--- src/pkg/spi_nvram_pkg.sv ---
// constants, types and layouts shared by the nvram spi command engine
package spi_nvram_pkg;

  // ----------------------------------------------------------------
  // widths and depths
  // ----------------------------------------------------------------
  localparam int ADDR_W = 20;
  localparam int DATA_W = 8;
  localparam int FIFO_DEPTH = 16;

  // ----------------------------------------------------------------
  // opcodes
  // ----------------------------------------------------------------
  localparam logic [7:0] OPC_SET_LATCH = 8'h06;
  localparam logic [7:0] OPC_STATUS_RD = 8'h05;
  localparam logic [7:0] OPC_STATUS_WR = 8'h01;
  localparam logic [7:0] OPC_WRITE = 8'h02;
  localparam logic [7:0] OPC_READ = 8'h03;
  localparam logic [7:0] OPC_FAST_READ = 8'h0b;
  localparam logic [7:0] OPC_SECTOR_WR = 8'h42;
  localparam logic [7:0] OPC_SECTOR_RD = 8'h4b;

  // ----------------------------------------------------------------
  // status byte layout and reset values
  // ----------------------------------------------------------------
  localparam int SR_PPE = 7;
  localparam int SR_ONE = 6;
  localparam int SR_BP_HIGH = 3;
  localparam int SR_BP_LOW = 2;
  localparam int SR_LATCH = 1;
  localparam logic [7:0] SR_FIXED = 8'h40;
  localparam logic PPE_RST = 1'b0;
  localparam logic [1:0] BP_RST = 2'h0;
  localparam logic LATCH_RST = 1'b0;

  // ----------------------------------------------------------------
  // block protect encodings and address bounds
  // ----------------------------------------------------------------
  localparam logic [1:0] BP_QUARTER = 2'h1;
  localparam logic [1:0] BP_HALF = 2'h2;
  localparam logic [1:0] BP_ALL = 2'h3;
  localparam logic [19:0] QUARTER_BASE = 20'hc0000;
  localparam logic [19:0] HALF_BASE = 20'h80000;
  localparam logic [19:0] ADDR_MAX = 20'hfffff;
  localparam logic [19:0] ADDR_ZERO = 20'h00000;

  // ----------------------------------------------------------------
  // serial framing
  // ----------------------------------------------------------------
  localparam logic [2:0] BIT_LAST = 3'h7;
  localparam logic [2:0] BIT_FIRST = 3'h0;
  localparam logic [1:0] ADDR_BYTE_LAST = 2'h2;
  localparam int PIN_CS = 3;
  localparam int PIN_SCK = 2;
  localparam int PIN_SI = 1;
  localparam int PIN_WP = 0;

  typedef enum logic [2:0] {
    ST_OPCODE, ST_ADDR, ST_DUMMY, ST_WDATA, ST_RDATA, ST_STATUS_WR,
    ST_IGNORE
  } state_t;

  typedef struct packed {
    logic sector;
    logic [19:0] addr;
    logic [7:0] data;
  } mem_req_t;

endpackage : spi_nvram_pkg

--- src/hdl/spi_nvram_command_access.sv ---
// spi slave command engine of a byte addressed nonvolatile memory
`timescale 1ns/1ps
// Summary of operation
// - array writes need latch; pin never guards array
// - pin enable low: protect pin ignored
// - status write blocked if enable set & pin low, or no latch
// - protect pin guards status register only
// - opcode 05h shifts out status byte
// - opcode 01h updates enable and block bits
// - three address bytes, low 20 bits used
// - address advances per byte, wraps to zero
// - write byte msb first, committed after eighth
// - protected address stops increment, drops data
// - read data msb first, serial input ignored
// - chip select rise ends reads, floats output
// - 0Bh adds one dummy byte, then reads
// - 42h writes special sector from low byte
// - 4Bh reads special sector, incrementing
// - latch set by 06h, cleared ending writes
// - block bits protect quarter, half, all
// - status bit layout with fixed bits
module spi_nvram_command_access (
  input wire logic sys_clk,
  input wire logic arst_n,
  input wire logic cs_n,
  input wire logic sck,
  input wire logic si,
  input wire logic wp_n,
  output logic so,
  output logic so_oe,
  output logic mem_wr_valid,
  input wire logic mem_wr_ready,
  output spi_nvram_pkg::mem_req_t mem_wr,
  output logic mem_rd_req,
  output spi_nvram_pkg::mem_req_t mem_rd,
  input wire logic [7:0] mem_rd_data,
  output logic wr_overrun,
  output logic [7:0] status_byte
);

  // ----------------------------------------------------------------
  // reset release and pin synchronisers
  // ----------------------------------------------------------------
  logic [1:0] rst_q;
  logic [3:0] pin_m_q;
  logic [3:0] pin_s_q;
  logic [3:0] pin_d_q;
  wire rst_n = rst_q[1];

  always_ff @(posedge sys_clk or negedge arst_n) begin
    if (!arst_n) rst_q <= 2'h0;
    else rst_q <= {rst_q[0], 1'b1};
  end

  // all stages reset high, and sck edges need chip select low, so no false edge follows reset
  always_ff @(posedge sys_clk or negedge rst_n) begin
    if (!rst_n) begin
      pin_m_q <= 4'hf;
      pin_s_q <= 4'hf;
      pin_d_q <= 4'hf;
    end else begin
      pin_m_q <= {cs_n, sck, si, wp_n};
      pin_s_q <= pin_m_q;
      pin_d_q <= pin_s_q;
    end
  end

  wire cs_s = pin_s_q[spi_nvram_pkg::PIN_CS];
  wire si_s = pin_s_q[spi_nvram_pkg::PIN_SI];
  wire wp_s = pin_s_q[spi_nvram_pkg::PIN_WP];
  wire sck_s = pin_s_q[spi_nvram_pkg::PIN_SCK];
  wire sck_d = pin_d_q[spi_nvram_pkg::PIN_SCK];
  wire cs_rise = cs_s & ~pin_d_q[spi_nvram_pkg::PIN_CS];
  wire sck_rise = ~cs_s & sck_s & ~sck_d;
  wire sck_fall = ~cs_s & ~sck_s & sck_d;

  // ----------------------------------------------------------------
  // helper functions
  // ----------------------------------------------------------------
  function automatic logic is_protected(input logic [19:0] a,
                                        input logic [1:0] bp);
    is_protected = (bp == spi_nvram_pkg::BP_ALL) ||
      (bp == spi_nvram_pkg::BP_HALF && a >= spi_nvram_pkg::HALF_BASE) ||
      (bp == spi_nvram_pkg::BP_QUARTER &&
       a >= spi_nvram_pkg::QUARTER_BASE);
  endfunction : is_protected

  // the special sector wraps inside its own 256 bytes
  function automatic logic [19:0] addr_inc(input logic [19:0] a,
                                           input logic sector);
    addr_inc = sector ? {a[19:8], a[7:0] + 8'h01} : a + 20'h00001;
  endfunction : addr_inc

  // ----------------------------------------------------------------
  // state
  // ----------------------------------------------------------------
  spi_nvram_pkg::state_t state_q;
  logic [2:0] bit_cnt_q;
  logic [1:0] addr_cnt_q;
  logic [6:0] rx_q;
  logic [7:0] tx_q;
  logic [7:0] rd_buf_q;
  logic [19:0] addr_q;
  logic is_write_q;
  logic fast_q;
  logic sector_q;
  logic from_mem_q;
  logic halt_q;
  logic wr_frame_q;
  logic fetch_pend_q;
  logic rd_req_q;
  logic rd_valid_q;
  logic so_oe_q;
  logic overrun_q;
  logic ppe_q;
  logic [1:0] bp_q;
  logic latch_q;
  spi_nvram_pkg::mem_req_t rd_q;

  // ----------------------------------------------------------------
  // decode
  // ----------------------------------------------------------------
  wire [7:0] rx_byte = {rx_q, si_s};
  wire byte_done = sck_rise & (bit_cnt_q == spi_nvram_pkg::BIT_LAST);
  wire in_op = state_q == spi_nvram_pkg::ST_OPCODE;
  wire op_done = byte_done & in_op;
  wire latch_set_go = op_done & (rx_byte == spi_nvram_pkg::OPC_SET_LATCH);
  wire status_go = op_done & (rx_byte == spi_nvram_pkg::OPC_STATUS_RD);
  wire addr_done = byte_done & (state_q == spi_nvram_pkg::ST_ADDR) &
                   (addr_cnt_q == spi_nvram_pkg::ADDR_BYTE_LAST);
  wire dummy_done = byte_done & (state_q == spi_nvram_pkg::ST_DUMMY);
  wire wp_block = ppe_q & ~wp_s;
  wire sr_ok = latch_q & ~wp_block;
  wire sr_go = byte_done & (state_q == spi_nvram_pkg::ST_STATUS_WR);
  wire rx_ppe_bit = rx_byte[spi_nvram_pkg::SR_PPE];
  wire addr_blocked = ~sector_q & is_protected(addr_q, bp_q);
  wire wdata_done = byte_done & (state_q == spi_nvram_pkg::ST_WDATA);
  wire wr_allowed = latch_q & ~halt_q & ~addr_blocked;
  wire fifo_in_ready;
  wire mem_commit = wdata_done & wr_allowed & fifo_in_ready;
  wire addr_step = wdata_done & wr_allowed;
  wire out_phase = state_q == spi_nvram_pkg::ST_RDATA;
  wire out_load = sck_fall & out_phase &
                  (bit_cnt_q == spi_nvram_pkg::BIT_FIRST);
  wire fetch_go = fetch_pend_q | (out_load & from_mem_q);

  assign status_byte = spi_nvram_pkg::SR_FIXED |
    {ppe_q, 3'h0, bp_q, latch_q, 1'b0};
  assign so = tx_q[7];
  assign so_oe = so_oe_q;
  assign mem_rd_req = rd_req_q;
  assign mem_rd = rd_q;
  assign wr_overrun = overrun_q;

  // ----------------------------------------------------------------
  // bit counter and receive shifter
  // ----------------------------------------------------------------
  always_ff @(posedge sys_clk or negedge rst_n) begin
    if (!rst_n) begin
      bit_cnt_q <= spi_nvram_pkg::BIT_FIRST;
      rx_q <= 7'h00;
    end else if (cs_s) begin
      bit_cnt_q <= spi_nvram_pkg::BIT_FIRST;
    end else if (sck_rise) begin
      bit_cnt_q <= bit_cnt_q + 3'h1;
      rx_q <= rx_byte[6:0];
    end
  end

  // ----------------------------------------------------------------
  // status register
  // ----------------------------------------------------------------
  always_ff @(posedge sys_clk or negedge rst_n) begin
    if (!rst_n) begin
      ppe_q <= spi_nvram_pkg::PPE_RST;
      bp_q <= spi_nvram_pkg::BP_RST;
      latch_q <= spi_nvram_pkg::LATCH_RST;
    end else begin
      if (latch_set_go) latch_q <= 1'b1;
      else if (cs_rise && wr_frame_q) latch_q <= 1'b0;
      if (sr_go && sr_ok) begin
        ppe_q <= rx_ppe_bit;
        bp_q <= {rx_byte[spi_nvram_pkg::SR_BP_HIGH],
                 rx_byte[spi_nvram_pkg::SR_BP_LOW]};
      end
    end
  end

  // ----------------------------------------------------------------
  // command sequencer
  // ----------------------------------------------------------------
  always_ff @(posedge sys_clk or negedge rst_n) begin
    if (!rst_n) begin
      state_q <= spi_nvram_pkg::ST_OPCODE;
      addr_cnt_q <= 2'h0;
      is_write_q <= 1'b0;
      fast_q <= 1'b0;
      sector_q <= 1'b0;
      from_mem_q <= 1'b0;
      wr_frame_q <= 1'b0;
      fetch_pend_q <= 1'b0;
    end else if (cs_s) begin
      state_q <= spi_nvram_pkg::ST_OPCODE;
      addr_cnt_q <= 2'h0;
      wr_frame_q <= 1'b0;
      fetch_pend_q <= 1'b0;
    end else begin
      fetch_pend_q <= addr_done & ~is_write_q & ~fast_q | dummy_done;
      if (op_done) begin
        from_mem_q <= 1'b1;
        case (rx_byte)
          spi_nvram_pkg::OPC_STATUS_RD: begin
            state_q <= spi_nvram_pkg::ST_RDATA;
            from_mem_q <= 1'b0;
          end
          spi_nvram_pkg::OPC_STATUS_WR: begin
            state_q <= spi_nvram_pkg::ST_STATUS_WR;
            wr_frame_q <= 1'b1;
          end
          spi_nvram_pkg::OPC_WRITE, spi_nvram_pkg::OPC_SECTOR_WR: begin
            state_q <= spi_nvram_pkg::ST_ADDR;
            wr_frame_q <= 1'b1;
          end
          spi_nvram_pkg::OPC_READ, spi_nvram_pkg::OPC_FAST_READ,
          spi_nvram_pkg::OPC_SECTOR_RD: begin
            state_q <= spi_nvram_pkg::ST_ADDR;
          end
          default: begin
            state_q <= spi_nvram_pkg::ST_IGNORE;
          end
        endcase
        is_write_q <= rx_byte == spi_nvram_pkg::OPC_WRITE ||
                      rx_byte == spi_nvram_pkg::OPC_SECTOR_WR;
        fast_q <= rx_byte == spi_nvram_pkg::OPC_FAST_READ;
        sector_q <= rx_byte == spi_nvram_pkg::OPC_SECTOR_WR ||
                    rx_byte == spi_nvram_pkg::OPC_SECTOR_RD;
      end else if (byte_done) begin
        case (state_q)
          spi_nvram_pkg::ST_ADDR: begin
            addr_cnt_q <= addr_cnt_q + 2'h1;
            if (addr_done) begin
              if (is_write_q) state_q <= spi_nvram_pkg::ST_WDATA;
              else if (fast_q) state_q <= spi_nvram_pkg::ST_DUMMY;
              else state_q <= spi_nvram_pkg::ST_RDATA;
            end
          end
          spi_nvram_pkg::ST_DUMMY: begin
            state_q <= spi_nvram_pkg::ST_RDATA;
          end
          spi_nvram_pkg::ST_STATUS_WR: begin
            state_q <= spi_nvram_pkg::ST_IGNORE;
          end
          default: begin
            state_q <= state_q;
          end
        endcase
      end
    end
  end

  // ----------------------------------------------------------------
  // address counter and write halt
  // ----------------------------------------------------------------
  always_ff @(posedge sys_clk or negedge rst_n) begin
    if (!rst_n) begin
      addr_q <= spi_nvram_pkg::ADDR_ZERO;
      halt_q <= 1'b0;
    end else if (cs_s) begin
      halt_q <= 1'b0;
    end else if (byte_done && state_q == spi_nvram_pkg::ST_ADDR) begin
      addr_q <= {addr_q[11:0], rx_byte};
    end else if (wdata_done) begin
      if (wr_allowed) addr_q <= addr_inc(addr_q, sector_q);
      else halt_q <= 1'b1;
    end else if (fetch_go) begin
      addr_q <= addr_inc(addr_q, sector_q);
    end
  end

  // ----------------------------------------------------------------
  // read fetch and output shifter
  // ----------------------------------------------------------------
  // the next byte is fetched as soon as the current one is loaded,
  // so the array has a whole byte time to answer
  always_ff @(posedge sys_clk or negedge rst_n) begin
    if (!rst_n) begin
      rd_req_q <= 1'b0;
      rd_valid_q <= 1'b0;
      rd_q <= '0;
      rd_buf_q <= 8'h00;
      tx_q <= 8'h00;
      so_oe_q <= 1'b0;
    end else begin
      rd_req_q <= fetch_go;
      rd_valid_q <= rd_req_q;
      if (fetch_go) rd_q <= '{sector_q, addr_q, 8'h00};
      if (status_go) rd_buf_q <= status_byte;
      else if (rd_valid_q) rd_buf_q <= mem_rd_data;
      if (cs_s) begin
        so_oe_q <= 1'b0;
      end else if (out_load) begin
        tx_q <= rd_buf_q;
        so_oe_q <= 1'b1;
      end else if (sck_fall && out_phase) begin
        tx_q <= {tx_q[6:0], 1'b0};
      end
    end
  end

  // ----------------------------------------------------------------
  // write path
  // ----------------------------------------------------------------
  // a full fifo cannot stall the host, so the byte is dropped
  // and the overrun flag tells the system about it
  always_ff @(posedge sys_clk or negedge rst_n) begin
    if (!rst_n) overrun_q <= 1'b0;
    else if (wdata_done && wr_allowed && !fifo_in_ready) overrun_q <= 1'b1;
  end

  nvram_write_fifo #(
    .WIDTH($bits(spi_nvram_pkg::mem_req_t)),
    .DEPTH(spi_nvram_pkg::FIFO_DEPTH)
  ) u_fifo (
    .clk(sys_clk),
    .rst_n(rst_n),
    .in_valid(mem_commit),
    .in_ready(fifo_in_ready),
    .in_data({sector_q, addr_q, rx_byte}),
    .out_valid(mem_wr_valid),
    .out_ready(mem_wr_ready),
    .out_data(mem_wr)
  );

  // ----------------------------------------------------------------
  // checks
  // ----------------------------------------------------------------
  property p_so_release;
    @(posedge sys_clk) disable iff (!rst_n) cs_s |=> !so_oe_q;
  endproperty
  a_so_release: assert property (p_so_release)
    else $error("output still driven with chip select high");

  property p_latch_set;
    @(posedge sys_clk) disable iff (!rst_n)
      $rose(latch_q) |-> $past(latch_set_go);
  endproperty
  a_latch_set: assert property (p_latch_set)
    else $error("write latch set without its opcode");

  property p_latch_clear;
    @(posedge sys_clk) disable iff (!rst_n)
      cs_rise && wr_frame_q |=> !latch_q;
  endproperty
  a_latch_clear: assert property (p_latch_clear)
    else $error("write latch not cleared after write frame");

  property p_sr_block;
    @(posedge sys_clk) disable iff (!rst_n)
      sr_go && (!latch_q || (ppe_q && !wp_s)) |=> $stable(status_byte);
  endproperty
  a_sr_block: assert property (p_sr_block)
    else $error("status changed by a blocked write");

  property p_pin_ignored;
    @(posedge sys_clk) disable iff (!rst_n)
      sr_go && latch_q && !ppe_q |=> ppe_q == $past(rx_ppe_bit);
  endproperty
  a_pin_ignored: assert property (p_pin_ignored)
    else $error("status write refused while pin disabled");

  property p_commit_latch;
    @(posedge sys_clk) disable iff (!rst_n) mem_commit |-> latch_q;
  endproperty
  a_commit_latch: assert property (p_commit_latch)
    else $error("array write without write latch");

  property p_halt_hold;
    @(posedge sys_clk) disable iff (!rst_n)
      halt_q && !cs_s |=> $stable(addr_q) && !mem_commit;
  endproperty
  a_halt_hold: assert property (p_halt_hold)
    else $error("halted write burst still advancing");

  property p_wrap;
    @(posedge sys_clk) disable iff (!rst_n)
      addr_step && !sector_q && addr_q == spi_nvram_pkg::ADDR_MAX
      |=> addr_q == spi_nvram_pkg::ADDR_ZERO;
  endproperty
  a_wrap: assert property (p_wrap)
    else $error("address did not wrap to zero");

  property p_status_load;
    @(posedge sys_clk) disable iff (!rst_n)
      status_go |=> rd_buf_q == $past(status_byte);
  endproperty
  a_status_load: assert property (p_status_load)
    else $error("status byte not loaded for shifting");

  property p_read_out;
    @(posedge sys_clk) disable iff (!rst_n)
      out_load |=> so_oe_q && tx_q == $past(rd_buf_q);
  endproperty
  a_read_out: assert property (p_read_out)
    else $error("read byte not presented on output");

endmodule : spi_nvram_command_access

--- src/hdl/nvram_write_fifo.sv ---
// parameterised valid/ready fifo for committed write bytes
`timescale 1ns/1ps
module nvram_write_fifo #(
  parameter int WIDTH = 8,
  parameter int DEPTH = 16
) (
  input wire logic clk,
  input wire logic rst_n,
  input wire logic in_valid,
  output logic in_ready,
  input wire logic [WIDTH-1:0] in_data,
  output logic out_valid,
  input wire logic out_ready,
  output logic [WIDTH-1:0] out_data
);

  // ----------------------------------------------------------------
  // storage and pointers
  // ----------------------------------------------------------------
  // depth must be a power of two: pointers wrap by overflow
  localparam int AW = $clog2(DEPTH);
  localparam logic [AW:0] FULL_COUNT = (AW + 1)'(DEPTH);

  logic [WIDTH-1:0] mem_q [DEPTH];
  logic [AW-1:0] wr_ptr_q;
  logic [AW-1:0] rd_ptr_q;
  logic [AW:0] count_q;

  wire push = in_valid & in_ready;
  wire pop = out_valid & out_ready;

  assign in_ready = count_q != FULL_COUNT;
  assign out_valid = count_q != '0;
  assign out_data = mem_q[rd_ptr_q];

  always_ff @(posedge clk) begin
    if (push) begin
      mem_q[wr_ptr_q] <= in_data;
    end
  end

  always_ff @(posedge clk or negedge rst_n) begin
    if (!rst_n) begin
      wr_ptr_q <= '0;
      rd_ptr_q <= '0;
      count_q <= '0;
    end else begin
      if (push) wr_ptr_q <= wr_ptr_q + 1'b1;
      if (pop) rd_ptr_q <= rd_ptr_q + 1'b1;
      if (push && !pop) count_q <= count_q + 1'b1;
      else if (pop && !push) count_q <= count_q - 1'b1;
    end
  end

endmodule : nvram_write_fifo

--- config.mk ---
export PLATFORM = sky130hd
export DESIGN_NAME = spi_nvram_command_access
export DESIGN_NICKNAME = d
export VERILOG_FILES = /design/src/pkg/spi_nvram_pkg.sv /design/src/hdl/spi_nvram_command_access.sv /design/src/hdl/nvram_write_fifo.sv
export SDC_FILE = /design/constraint.sdc
export NUM_CORES = 1
export LEC_CHECK = 0
export BUFFER_PORTS_ARGS = -buffer_cell sky130_fd_sc_hd__buf_2
export CAP_MARGIN = 25
export CORE_MARGIN = 4
export CORE_UTILIZATION = 55
export CTS_BUF_LIST = sky130_fd_sc_hd__clkbuf_16
export CTS_CLUSTER_DIAMETER = 30
export DETAILED_ROUTE_END_ITERATION = 8
export GPL_TIMING_DRIVEN = 0
export PLACE_DENSITY = 0.84
export SLEW_MARGIN = 20
export SYNTH_ARGS = -nofsm -noshare
export SYNTH_HDL_FRONTEND = slang
export SYNTH_HIERARCHICAL = 1
export SYNTH_SLANG_ARGS = --single-unit
--- constraint.sdc ---
create_clock -name sys_clk -period 4.35 [get_ports sys_clk]
set_input_delay 0.435 -clock sys_clk [delete_from_list [all_inputs] [get_ports sys_clk]]
set_output_delay 0.435 -clock sys_clk [all_outputs]
set_load 0.03 [all_outputs]
Word-level counts from Yosys, hierarchy flattened:

Memory sizes are Yosys's and may differ from the RTL's.
Cells that the tools add are included.

* word-level logic and storage cells: 190
* flip-flop bits (word level): 114
* input bits: 15
* memories kept: 1
* bits in writable memories: 464

Memories
* u_fifo.mem_q: words 16, width 29, read ports 1, clocked after Yosys merged registers in 0, wr ports 1, line nvram_write_fifo.sv:24 `logic [WIDTH-1:0] mem_q [DEPTH];`

* $lt $le $gt $ge: 2
* add/subtract/negate cells: 8
* reductions and logical operators: 44
* mux-type cells: 40
* bitwise logic cells: 41
* equal/unequal tests: 24

Operators by type and width (count)
* two-way mux 20 bit: 5
* >= comparator 20 bit (second input constant): 2
* two-way mux 8 bit: 4
* AND 1 bit: 28
* two-way mux 3 bit: 8
* nonzero test 2 bit: 11
* adder 20 x 1 -> 20 bit (second input constant): 1
* case mux 3 bit (3 select lines): 2
* equality test 8 x 2 -> 1 bit (second input constant): 2
* equality test 8 x 3 -> 1 bit (second input constant): 2
* equality test 8 x 7 -> 1 bit (second input constant): 2
* two-way mux 1 bit: 15
* AND reduction 3 bit: 4
* inverter 1 bit: 11
* logical AND 1 bit: 10
* two-way mux 5 bit: 2
* nonzero test 5 bit: 2
* equality test 3 bit (second input constant): 3
* adder 4 x 1 -> 4 bit (second input constant): 2
* adder 8 x 1 -> 8 bit (second input constant): 1
* equality test 8 x 1 -> 1 bit (second input constant): 1
* equality test 8 x 4 -> 1 bit (second input constant): 1
* two-way mux 2 bit: 4
* AND reduction 2 bit: 4
* other kinds (19): 32

Logic depth before layout (Yosys ltp):

Gate-level depths: netlist of the first run.

* word-level depth: 14
* gate-level depth with buffers: 13

Hierarchy:

The synthesis of the first run kept the hierarchy.

Modules (own cells, without submodules)
* nvram_write_fifo: cells an instance 920, seq. area each 14258.7 um^2, area an instance 18624.1 um^2, times used 1
* spi_nvram_command_access: cells an instance 490, seq. area each 2489.9 um^2, area an instance 4897.2 um^2, times used 1

Worst setup path before layout of the first run:

No wires, ideal clock.

* path type: reg-to-reg
* start: register pin_s_q[2]
* end: memory u_fifo/mem_q[3][0] (netlist bit), enable pin
* data arrival time: 4.102 ns
* path buffers: 1
* cell stages (with the launch flop): 8
* setup time: 0.451 ns
* required time: 3.899 ns
* slack: -0.203 ns
* cells stage by stage: dfstp_2 -> or3b_1 -> buf_2 -> nor3_1 -> and3_1 -> a21boi_2 -> nand2_1 -> nor3_1

* word-level cells in the longest chain between the ends: 9

RTL lines
* start, declared: line spi_nvram_command_access.sv:46 `logic [3:0] pin_s_q;`
* start signal, assigned: line spi_nvram_command_access.sv:63 `pin_s_q <= pin_m_q;`
* AND 1 bit (2 in series): line spi_nvram_command_access.sv:74 `wire sck_rise = ~cs_s & sck_s & ~sck_d;`
* AND 1 bit: line spi_nvram_command_access.sv:124 `wire byte_done = sck_rise & (bit_cnt_q == spi_nvram_pkg::BIT_LAST);`
* AND 1 bit: line spi_nvram_command_access.sv:137 `wire wdata_done = byte_done & (state_q == spi_nvram_pkg::ST_WDATA);`
* AND 1 bit
* AND 1 bit: line spi_nvram_command_access.sv:140 `wire mem_commit = wdata_done & wr_allowed & fifo_in_ready;`
* via mem_commit: line spi_nvram_command_access.sv:140
* AND 1 bit: line nvram_write_fifo.sv:29 `wire push = in_valid & in_ready;`
* via u_fifo.push: line nvram_write_fifo.sv:29
* two-way mux 1 bit: line nvram_write_fifo.sv:37 `if (push) begin`
* two-way mux 1 bit (not written as such): line nvram_write_fifo.sv:38 `mem_q[wr_ptr_q] <= in_data;`
* end, declared: line nvram_write_fifo.sv:24

The timed path passes the listed nets, and every way through them passes these cells.

Final worst setup path of the first run:

* start: register sector_q
* end: memory u_fifo/mem_q[7][15] (netlist bit), enable pin

* word-level cells in the longest chain between the ends: 9

RTL lines
* start, declared: line spi_nvram_command_access.sv:106 `logic sector_q;`
* start signal, assigned: line spi_nvram_command_access.sv:235 `sector_q <= rx_byte == spi_nvram_pkg::OPC_SECTOR_WR ||`
* inverter 1 bit: line spi_nvram_command_access.sv:136 `wire addr_blocked = ~sector_q & is_protected(addr_q, bp_q);`
* AND 1 bit: line spi_nvram_command_access.sv:136
* inverter 1 bit: line spi_nvram_command_access.sv:138 `wire wr_allowed = latch_q & ~halt_q & ~addr_blocked;`
* AND 1 bit: line spi_nvram_command_access.sv:138
* AND 1 bit
* AND 1 bit: line spi_nvram_command_access.sv:140
* via mem_commit: line spi_nvram_command_access.sv:140
* AND 1 bit: line nvram_write_fifo.sv:29
* via u_fifo.push: line nvram_write_fifo.sv:29
* two-way mux 1 bit: line nvram_write_fifo.sv:37
* two-way mux 1 bit (not written as such): line nvram_write_fifo.sv:38

The timed path passes the listed nets, and every way through them passes these cells.

==> impl_metrics.json, run 1 <==
{
  "overflow": 0,
  "synth_fa_ha_area_share_pct": 0.883,
  "post_route_cells_drive_above_1_share_pct": 25.8,
  "clk_pin_slew_worst_paths_ns": 0.05,
  "synthesis.area_um2": 23500,
  "crit_path_max_fanout": 24,
  "r2r_start": "sector_q",
  "place_area_um2": 25300,
  "hold_start": "mem_rd_data[4]",
  "hold_viol": 0,
  "dieArea_um2": 46100,
  "yosysWarningCount": 6,
  "drv_cap": 0,
  "setup_viol": 0,
  "synthTopCellsByCount": "edfxtp_1 (464), mux2i_1 (134), nand2_1 (107)",
  "grt_pass1_wl_mm": 94.2,
  "power_density_nw_per_um2": 478,
  "crit_arrival_ns": 4.46,
  "finClkSkew_ns": 0.0353,
  "power_frac_seq_pct": 44.8,
  "worstSetupStartpointType": "register",
  "via_per_inst": 6.59,
  "async_flop_share_pct": 19.4,
  "gp_congestion": 0.836,
  "ys.flop_type": "edfxtp_1",
  "netlist_instances": 1410,
  "combPwrFrac_pct": 1.1,
  "min_path_type": "in2reg",
  "cp-end-kind": "register",
  "antenna_found_initial": 0,
  "grt_max_degree": 58,
  "hold_slack_ns": 0.0925,
  "synthMuxAreaShare_pct": 12.3,
  "track_usage_pct": 26.9,
  "synth_xor_area_share_pct": 0.484,
  "status": "finished clean",
  "timing.final.crit_share_pct": 95.6,
  "die_h_um": 215,
  "rows": 75,
  "fin_crit_ns": 4.16,
  "synth-edff-count": 464,
  "route.detailed.drc": 0,
  "initial_core_util_pct": 55.8,
  "crit_type": "reg2reg",
  "cts_resized": 0,
  "synthMostInstantiatedCell": "edfxtp_1",
  "hpwlAfterDp_mm": 36.4,
  "firstDrtPassIters": 9,
  "max_freq_ghz": 0.240,
  "totalWireLength_mm": 62.5,
  "pin_count": 86,
  "diodes": 0,
  "p_sw_mw": 2.88,
  "cts_buffer_depth": 3,
  "cts_root_buf": "clkbuf_16",
  "synth_cell_types": 69,
  "grt_pass1_vias": 15300,
  "syn_to_final_growth_pct": 21.0,
  "core_um2": 42100,
  "synth_compound_gate_area_share_pct": 7.68,
  "slew_viol_final": 0,
  "cellLeakagePower_nw": 10.6,
  "relSlewSlack_pct": 33.3,
  "ir_worst_vdd_uv": 367,
  "fin_area_um2": 28500,
  "rsz0062_at_grt": "false",
  "fp.dieW_um": 215,
  "synth_top_family_by_area": "multiplexers",
  "crit_start": "sector_q",
  "critical_path_required_ns": 4.65,
  "cts_htree_levels": 3,
  "cts_tree": "built",
  "insertion_delay_ns": 0.62,
  "ant_nets": 0,
  "synth_top_area_share_pct": 59.2,
  "cts_made_buffers": 91,
  "synth_largest_area_cell": "edfxtp_1",
  "syn_area_per_cell_um2": 16.7,
  "switching_share_pct": 21.2,
  "synth-seq-area-share_pct": 71.2,
  "p_int_mw": 10.7,
  "routedWlPerCell_um": 27.9,
  "portBuffers": 73,
  "nets": 1649,
  "ys_ff_latch": 576,
  "clock_sinks": 576,
  "synthSimpleGateAreaFrac_pct": 4.54,
  "timing_worst_slew_pin_value_ns": 1.00,
  "clkPwrFrac_pct": 54.1,
  "drtIter0Drc": 1955,
  "synthTopCellsByArea": "edfxtp_1 (59%), dfrtp_1 (11%), mux2i_1 (5.7%), mux4_2 (5.2%), a221oi_1 (1.8%)",
  "vias": 14700
}
[timing repair]
item                       CTS  global route
setup endpoints to repair    0            10
hold endpoints to repair     6             0
hold buffers                 5             0
setup buffers                0             2
[flip-flops by register name, indices dropped and copies added, names as in the netlist, 4 cells and up]
signal / cells
u_fifo/mem_q: 464
mem_rd: 21
addr_q: 20
rd_buf_q: 8
tx_q: 8
rx_q: 7
u_fifo/count_q: 5
pin_m_q: 4
pin_s_q: 4
u_fifo/rd_ptr_q: 4
u_fifo/wr_ptr_q: 4
[layout by cell type (no fill, tap or decap), types with 6 or more instances in the layout]
cell type	n
a21oi_1	25
a221oi_1	49
a221oi_2	10
a22oi_1	33
a31oi_1	6
and3_1	6
buf_16	11
buf_2	90
buf_4	21
buf_6	19
buf_8	10
bufinv_16	12
clkbuf_1	34
clkbuf_16	94
clkinv_1	6
clkinv_2	18
clkinv_4	7
clkinvlp_4	11
conb_1	13
dfrtp_1	101
dfstp_2	10
edfxtp_1	464
ha_1	15
inv_1	29
inv_6	10
mux2_2	21
mux2i_1	134
mux4_2	54
nand2_1	107
nand2b_1	7
nand3_1	19
nand4_1	7
nor2_1	33
nor2_4	12
nor2b_1	10
o21ai_0	60
o21ai_1	21
xnor2_1	12
[critical path, stage by stage, from the launching register on]
cell and delay [ns]:
dfrtp_1 0.85, and3b_1 0.29, a2111oi_1 0.63, and3_1 0.30
a21boi_2 0.42, nand2_1 0.40, nor2_4 0.71, buf_16 0.25
[final timing paths]
kind                                        to  depth (start not counted)  slack [ns]
setup / recovery           u_fifo/mem_q[7][15]                          7        0.19
hold / removal                     rd_buf_q[4]                          3        0.09
setup reg to reg           u_fifo/mem_q[7][15]                          7        0.19
hold reg to reg                       rst_q[1]                          0        0.35
max in group asynchronous           pin_d_q[2]                          1        3.11
min in group asynchronous             rst_q[0]                          2        0.15
[per-stage QoR]
stage	total power, mW	cells	worst slack, ns	util, %	TNS (ns)
finish	13.6	2236	0.191	67.6	0
global route	13.9	2236	0.145	67.6	0
CTS	13.6	2234	0.123	67.5	0
detailed placement	6.34	2057	0.192	59.9	0
global placement	6.32	2033	-1.07	58.4	-468.97
floorplan	6.26	1421	0.571	-	0
[routing by layer]
| metal | global-route usage (%) | up-vias | wire length, um | share of wire, % |
|---|---|---|---|---|
| li1 | - | 6001 | - | - |
| met1 | 34.5 | 7369 | 22200 | 35 |
| met2 | 45.2 | 1124 | 30900 | 49 |
| met3 | 5.44 | 236 | 6450 | 10 |
| met4 | 11.3 | 0 | 2930 | 4.7 |
| met5 | 0 | - | 0 | 0 |
[logic make-up after synthesis]
logic type,Yosys count
other cells,2
compound gates,246
buf+inv,113
simple gates,231
xor+xnor,13
mux,213
flops,576
fa+ha+maj,16
[layout make-up]
class	instances	area (um2)
fill	2490	13700
buffer	94	599
tap	539	674
inverter	19	71.3
clock inverter	78	786
timing repair buffer	104	948
sequential	576	16800
clock buffer	94	2350
multi-input combinational	732	6280
[power by group through the flow]
stage                     sequential (mW)  combinational, mW  clock (mW)
final                                6.10              0.147        7.36
after global routing                 6.10              0.159        7.67
after CTS                            6.10              0.145        7.41
after detailed placement             6.20              0.137           0
after global placement               6.20              0.117           0
after floorplan                      6.16             0.0951           0
No activity file was read; power rests on OpenSTA's default activity.
==> inputs of run 2 (changes only) <==
Settings changed: CTS_BUF_LIST sky130_fd_sc_hd__clkbuf_16 to default.
==> run 2 against run 1 <==
Net effect:
- cell count about the same
- clock skew increased by 0.00071 ns
- non-clock buffer count unchanged
- largest cell class unchanged
- sequential power about the same
- highest routed layer unchanged
- critical path depth unchanged
- critical endpoint unchanged
- routed wire length increased by 0.57%
==> impl_metrics.json, run 2 (synthesized netlist as in run 1, its figures left out) <==
{
  "worstPathCellList": "and3b_1, a2111oi_1, and3_1, a21boi_2, nand2_1, nor2_4, buf_16",
  "cellLeakagePower_nw": 10.5,
  "slew_viol_final": 0,
  "status": "finished clean",
  "cp.buffers_inverters": 1,
  "timing_worst_slew_pin_value_ns": 1.00,
  "dieArea_um2": 46100,
  "critPathMaxStageDelay_ns": 0.84,
  "place_inst": 2057,
  "route.met2.wl_mm": 31.4,
  "ant_nets": 0,
  "insertion_delay_ns": 0.62,
  "portBuffers": 73,
  "grt_pass1_vias": 15300,
  "syn_to_final_growth_pct": 21.1,
  "post_route_cells_drive_above_1_share_pct": 25.9,
  "p_total_mw": 13.7,
  "cts_tree": "built",
  "clk_pin_slew_worst_paths_ns": 0.05,
  "cts_resized": 0,
  "cp-end-kind": "register",
  "min_path_type": "in2reg",
  "drv_cap": 0,
  "overflow": 0,
  "met3_length_mm": 6.37,
  "pin_count": 86,
  "track_usage_pct": 26.9,
  "cts_root_buf": "clkbuf_16",
  "largest_reg_flops": 464,
  "hold_slack_ns": 0.0902,
  "cts_htree_levels": 3,
  "fillCellCount": 2485,
  "timing.final.crit_share_pct": 96.6,
  "via_per_inst": 6.59,
  "antenna_found_initial": 0,
  "stdcell_count": 2237,
  "vias": 14700,
  "fin_area_um2": 28500,
  "cp_top_family": "simple AND/OR/NAND/NOR gates",
  "layout_commonest_cell": "edfxtp_1",
  "clock_sinks": 576,
  "rsz0062_at_grt": "false",
  "grt_max_degree": 58,
  "hold_viol": 0,
  "place_area_um2": 25300,
  "fin_crit_ns": 4.20,
  "crit_arrival_ns": 4.50,
  "ir_worst_vdd_uv": 379,
  "utilization_pct": 67.6,
  "power_density_nw_per_um2": 480,
  "rows": 75,
  "route.detailed.drc": 0,
  "worstSetupStartpointType": "register",
  "crit_path_max_fanout": 24,
  "finClkSkew_ns": 0.0360,
  "max_freq_ghz": 0.238,
  "relSlewSlack_pct": 33.4,
  "route.layer.met1.wl_mm": 22.4,
  "top_layer_used": "met4",
  "routedWlPerCell_um": 28.1,
  "hpwlAfterDp_mm": 36.4,
  "regMostFlops": "u_fifo/mem_q",
  "nets": 1649,
  "core_um2": 42100,
  "die_h_um": 215,
  "cp_slowest_cell": "dfrtp_1",
  "drtIter0Drc": 2041,
  "grt_pass1_wl_mm": 94.4,
  "setup_viol": 0,
  "cts_made_buffers": 91,
  "cts_buffer_depth": 3,
  "totalWireLength_mm": 62.8,
  "final_cell_mix": "edfxtp_1 (464), mux2i_1 (134), nand2_1 (107), dfrtp_1 (101), clkbuf_16 (94)",
  "critical_path_required_ns": 4.65,
  "crit_type": "reg2reg",
  "gp_congestion": 0.836,
  "initial_core_util_pct": 55.8,
  "firstDrtPassIters": 6,
  "fp.dieW_um": 215
}
run 2: final timing paths:
| kind | from | end | slack [ns] | cells after the start |
|---|---|---|---|---|
| max reg2reg | sector_q | u_fifo/mem_q[7][15] | 0.15 | 7 |
| min | mem_rd_data[4] | rd_buf_q[4] | 0.09 | 3 |
| max | sector_q | u_fifo/mem_q[7][15] | 0.15 | 7 |
| min reg2reg | rst_q[0] | rst_q[1] | 0.35 | 0 |
| min in group asynchronous | arst_n | rst_q[0] | 0.15 | 2 |
| max in group asynchronous | rst_q[1] | pin_d_q[2] | 3.13 | 1 |
run 2: worst register-to-register path: cells and delay by family (launching register included):
family	cells	cell delay, ns
simple gates	4	1.73
compound gates	2	1.08
flops	1	0.84
buf+inv	1	0.25
run 2: area by class of cell:
class                   instances  area [um2]  share of cell area, %
flip-flops and latches        576       16800                   58.8
clock inverters                66         741                   2.60
diodes                          1        2.50                0.00879
clock buffers                 106        2420                   8.49
plain buffers                  94         599                   2.10
inverters                      19        71.3                  0.250
multi-input cells             732        6280                   22.0
well taps                     539         674                   2.37
repair buffers                104         948                   3.33
run 2: power breakdown:
group          internal [mW]  leakage, nW  switching, mW
clock network           4.74         1.53           2.68
logic                 0.0495         2.79         0.0968
registers               5.99         6.21          0.105
run 2: timing repair:
item                       in CTS  in global routing
setup buffers                   0                  2
hold endpoints to repair        6                  0
hold buffers                    5                  0
setup endpoints to repair       0                 10
run 2: metal layers:
metal,up-vias,global-route usage (%)
li1,5992,-
met1,7410,34.6
met2,1119,45.3
met3,225,5.58
met4,0,11.1
met5,-,0
run 2: through the flow:
stage | setup TNS [ns] | setup slack, ns
after CTS | 0 | 0.123
after global routing | 0 | 0.130
final | 0 | 0.149
after floorplan | 0 | 0.571
after global placement | -468.97 | -1.07
after detailed placement | 0 | 0.192
==> inputs of run 3 (changes only) <==
Clock period 4.35 ns to 4.15 ns, I/O delays scaled along.
==> run 3 against run 2 <==
Net effect:
- setup slack worse by 0.059 ns
- clock-buffer cell count stayed put
- first-iteration DRC count grew 2.5%
- cell area about the same
- via count shrank 0.66%
- sequential share of layout area barely moved
- die area did not move
- sequential power grew 4.8%
- clock power grew 4.7%
- total power is 4.8% higher
- clock skew about the same
- sequential cell count stayed put
- critical endpoint is now u_fifo/mem_q[7][14]
==> impl_metrics.json, run 3 (synthesized netlist as in run 1, its figures left out) <==
{
  "track_usage_pct": 26.9,
  "critPathCapture": "u_fifo/mem_q[7][14]",
  "pin_count": 86,
  "clk_pin_slew_worst_paths_ns": 0.05,
  "largest_reg_flops": 464,
  "hpwlAfterDp_mm": 36.4,
  "ir_worst_vdd_uv": 397,
  "grt_max_degree": 58,
  "reg2regPathDepth": 8,
  "cp.buffers_inverters": 2,
  "hold_slack_ns": 0.0731,
  "cp_top_family": "simple AND/OR/NAND/NOR gates",
  "min_path_type": "in2reg",
  "final_cell_mix": "edfxtp_1 (464), mux2i_1 (134), nand2_1 (107), dfrtp_1 (100), clkbuf_16 (94)",
  "drtIter0Drc": 2093,
  "gp_congestion": 0.836,
  "worstPathCellList": "or3b_1, buf_2, nor3_1, and3_1, a21boi_2, nand2_1, nor2_4, buf_16",
  "slew_viol_final": 0,
  "crit_start": "pin_s_q[2]",
  "grt_pass1_vias": 15300,
  "timing.final.crit_share_pct": 97.8,
  "rr_endpoint": "u_fifo/mem_q[7][14]",
  "core_um2": 42100,
  "portBuffers": 73,
  "cellLeakagePower_nw": 10.5,
  "layout_commonest_cell": "edfxtp_1",
  "post_route_cells_drive_above_1_share_pct": 25.9,
  "relSlewSlack_pct": 33.1,
  "power_density_nw_per_um2": 503,
  "crit_path_max_fanout": 16,
  "drv_cap": 0,
  "timing_worst_slew_pin_value_ns": 1.00,
  "cts_root_buf": "clkbuf_16",
  "routedWlPerCell_um": 28.0,
  "die_h_um": 215,
  "setup_viol": 0,
  "dieArea_um2": 46100,
  "finClkSkew_ns": 0.0357,
  "utilization_pct": 67.6,
  "nets": 1648,
  "rsz0062_at_grt": "false",
  "cts_tree": "built",
  "cts_buffer_depth": 3,
  "hold_viol": 0,
  "crit_arrival_ns": 4.36,
  "firstDrtPassIters": 6,
  "fin_crit_ns": 4.06,
  "cp-end-kind": "register",
  "cp_slowest_cell": "nor2_4",
  "max_freq_ghz": 0.246,
  "antenna_found_initial": 0,
  "regMostFlops": "u_fifo/mem_q",
  "rows": 75,
  "critical_path_required_ns": 4.45,
  "route.detailed.drc": 0,
  "via_per_inst": 6.55,
  "insertion_delay_ns": 0.62,
  "overflow": 0,
  "r2r_start": "pin_s_q[2]",
  "cp.depth": 8,
  "r2r_slack_ns": 0.09,
  "fp.dieW_um": 215,
  "tns_ns": 0,
  "grt_pass1_wl_mm": 94.3,
  "totalWireLength_mm": 62.6,
  "initial_core_util_pct": 55.8,
  "syn_to_final_growth_pct": 21.1,
  "crit_type": "reg2reg",
  "worstSetupStartpointType": "register",
  "status": "finished clean",
  "ant_nets": 0,
  "critPathMaxStageDelay_ns": 0.71,
  "cts_htree_levels": 3,
  "vias": 14600,
  "clock_sinks": 576,
  "cts_made_buffers": 91
}
-- run 3: cell count changes in the layout (fill, tap and decap cells not counted) --
cell / before / now
buf_4: 21 / 20
dfrtp_1: 101 / 100
dfrtp_2: 0 / 1
-- run 3: cell type report --
cell class,instances,area [um2]
Clock buffer,106,2420
Inverter,19,71.3
Antenna cell,1,2.50
Timing Repair Buffer,103,941
Fill cell,2488,13700
Buffer,94,599
Sequential cell,576,16800
Multi-Input combinational cell,732,6280
Clock inverter,66,741
Tap cell,539,674
-- run 3: through the flow --
step / cell area (um2) / power, mW / cells / setup WS, ns
after global placement: 24600 / 6.62 / 2033 / -1.27
after CTS: 28500 / 14.4 / 2235 / 0.126
after global routing: 28500 / 14.7 / 2235 / 0.0435
after floorplan: 23600 / 6.56 / 1421 / 0.371
after detailed placement: 25300 / 6.64 / 2057 / -0.00847
final: 28500 / 14.3 / 2236 / 0.0896
-- run 3: timing repair --
item	4_1_cts	5_1_grt
pin swaps	1	0
setup endpoints to repair	10	19
hold buffers	5	0
setup buffers	1	0
endpoints found under the hold margin	6	0
resized for setup	0	1
-- run 3: worst min path at each step --
stage                     slack [ns]     endpoint           start  cells after the start
after floorplan                 0.12     rst_q[0]          arst_n                      0
after global placement          0.20     rst_q[0]          arst_n                      1
after detailed placement        0.20     rst_q[0]          arst_n                      1
after CTS                       0.05  rd_buf_q[4]  mem_rd_data[4]                      3
after global routing            0.08  rd_buf_q[4]  mem_rd_data[4]                      3
final                           0.07  rd_buf_q[4]  mem_rd_data[4]                      3
-- run 3: worst reg2reg max path, delay by kind of cell (launching register included) --
| family | cells | cell delay, ns |
|---|---|---|
| AO/OA/AOI/OAI | 1 | 0.46 |
| buffers and inverters | 2 | 0.46 |
| flip-flops | 1 | 0.55 |
| AND/OR/NAND/NOR | 5 | 2.30 |
-- run 3: power breakdown --
part           switching, mW  total, mW  internal [mW]
Combinational          0.102      0.153         0.0519
Sequential             0.110       6.39           6.28
Clock                   2.80       7.77           4.97
-- run 3: metal layers --
| layer | up-vias | global-route usage (%) | wire length (um) | share of wire (%) |
|---|---|---|---|---|
| li1 | 5987 | - | - | - |
| met1 | 7377 | 34.5 | 22200 | 35 |
| met2 | 1079 | 45.4 | 31300 | 50 |
| met3 | 206 | 5.52 | 6490 | 10 |
| met4 | 0 | 11.1 | 2630 | 4.2 |
| met5 | - | 0 | 0 | 0 |
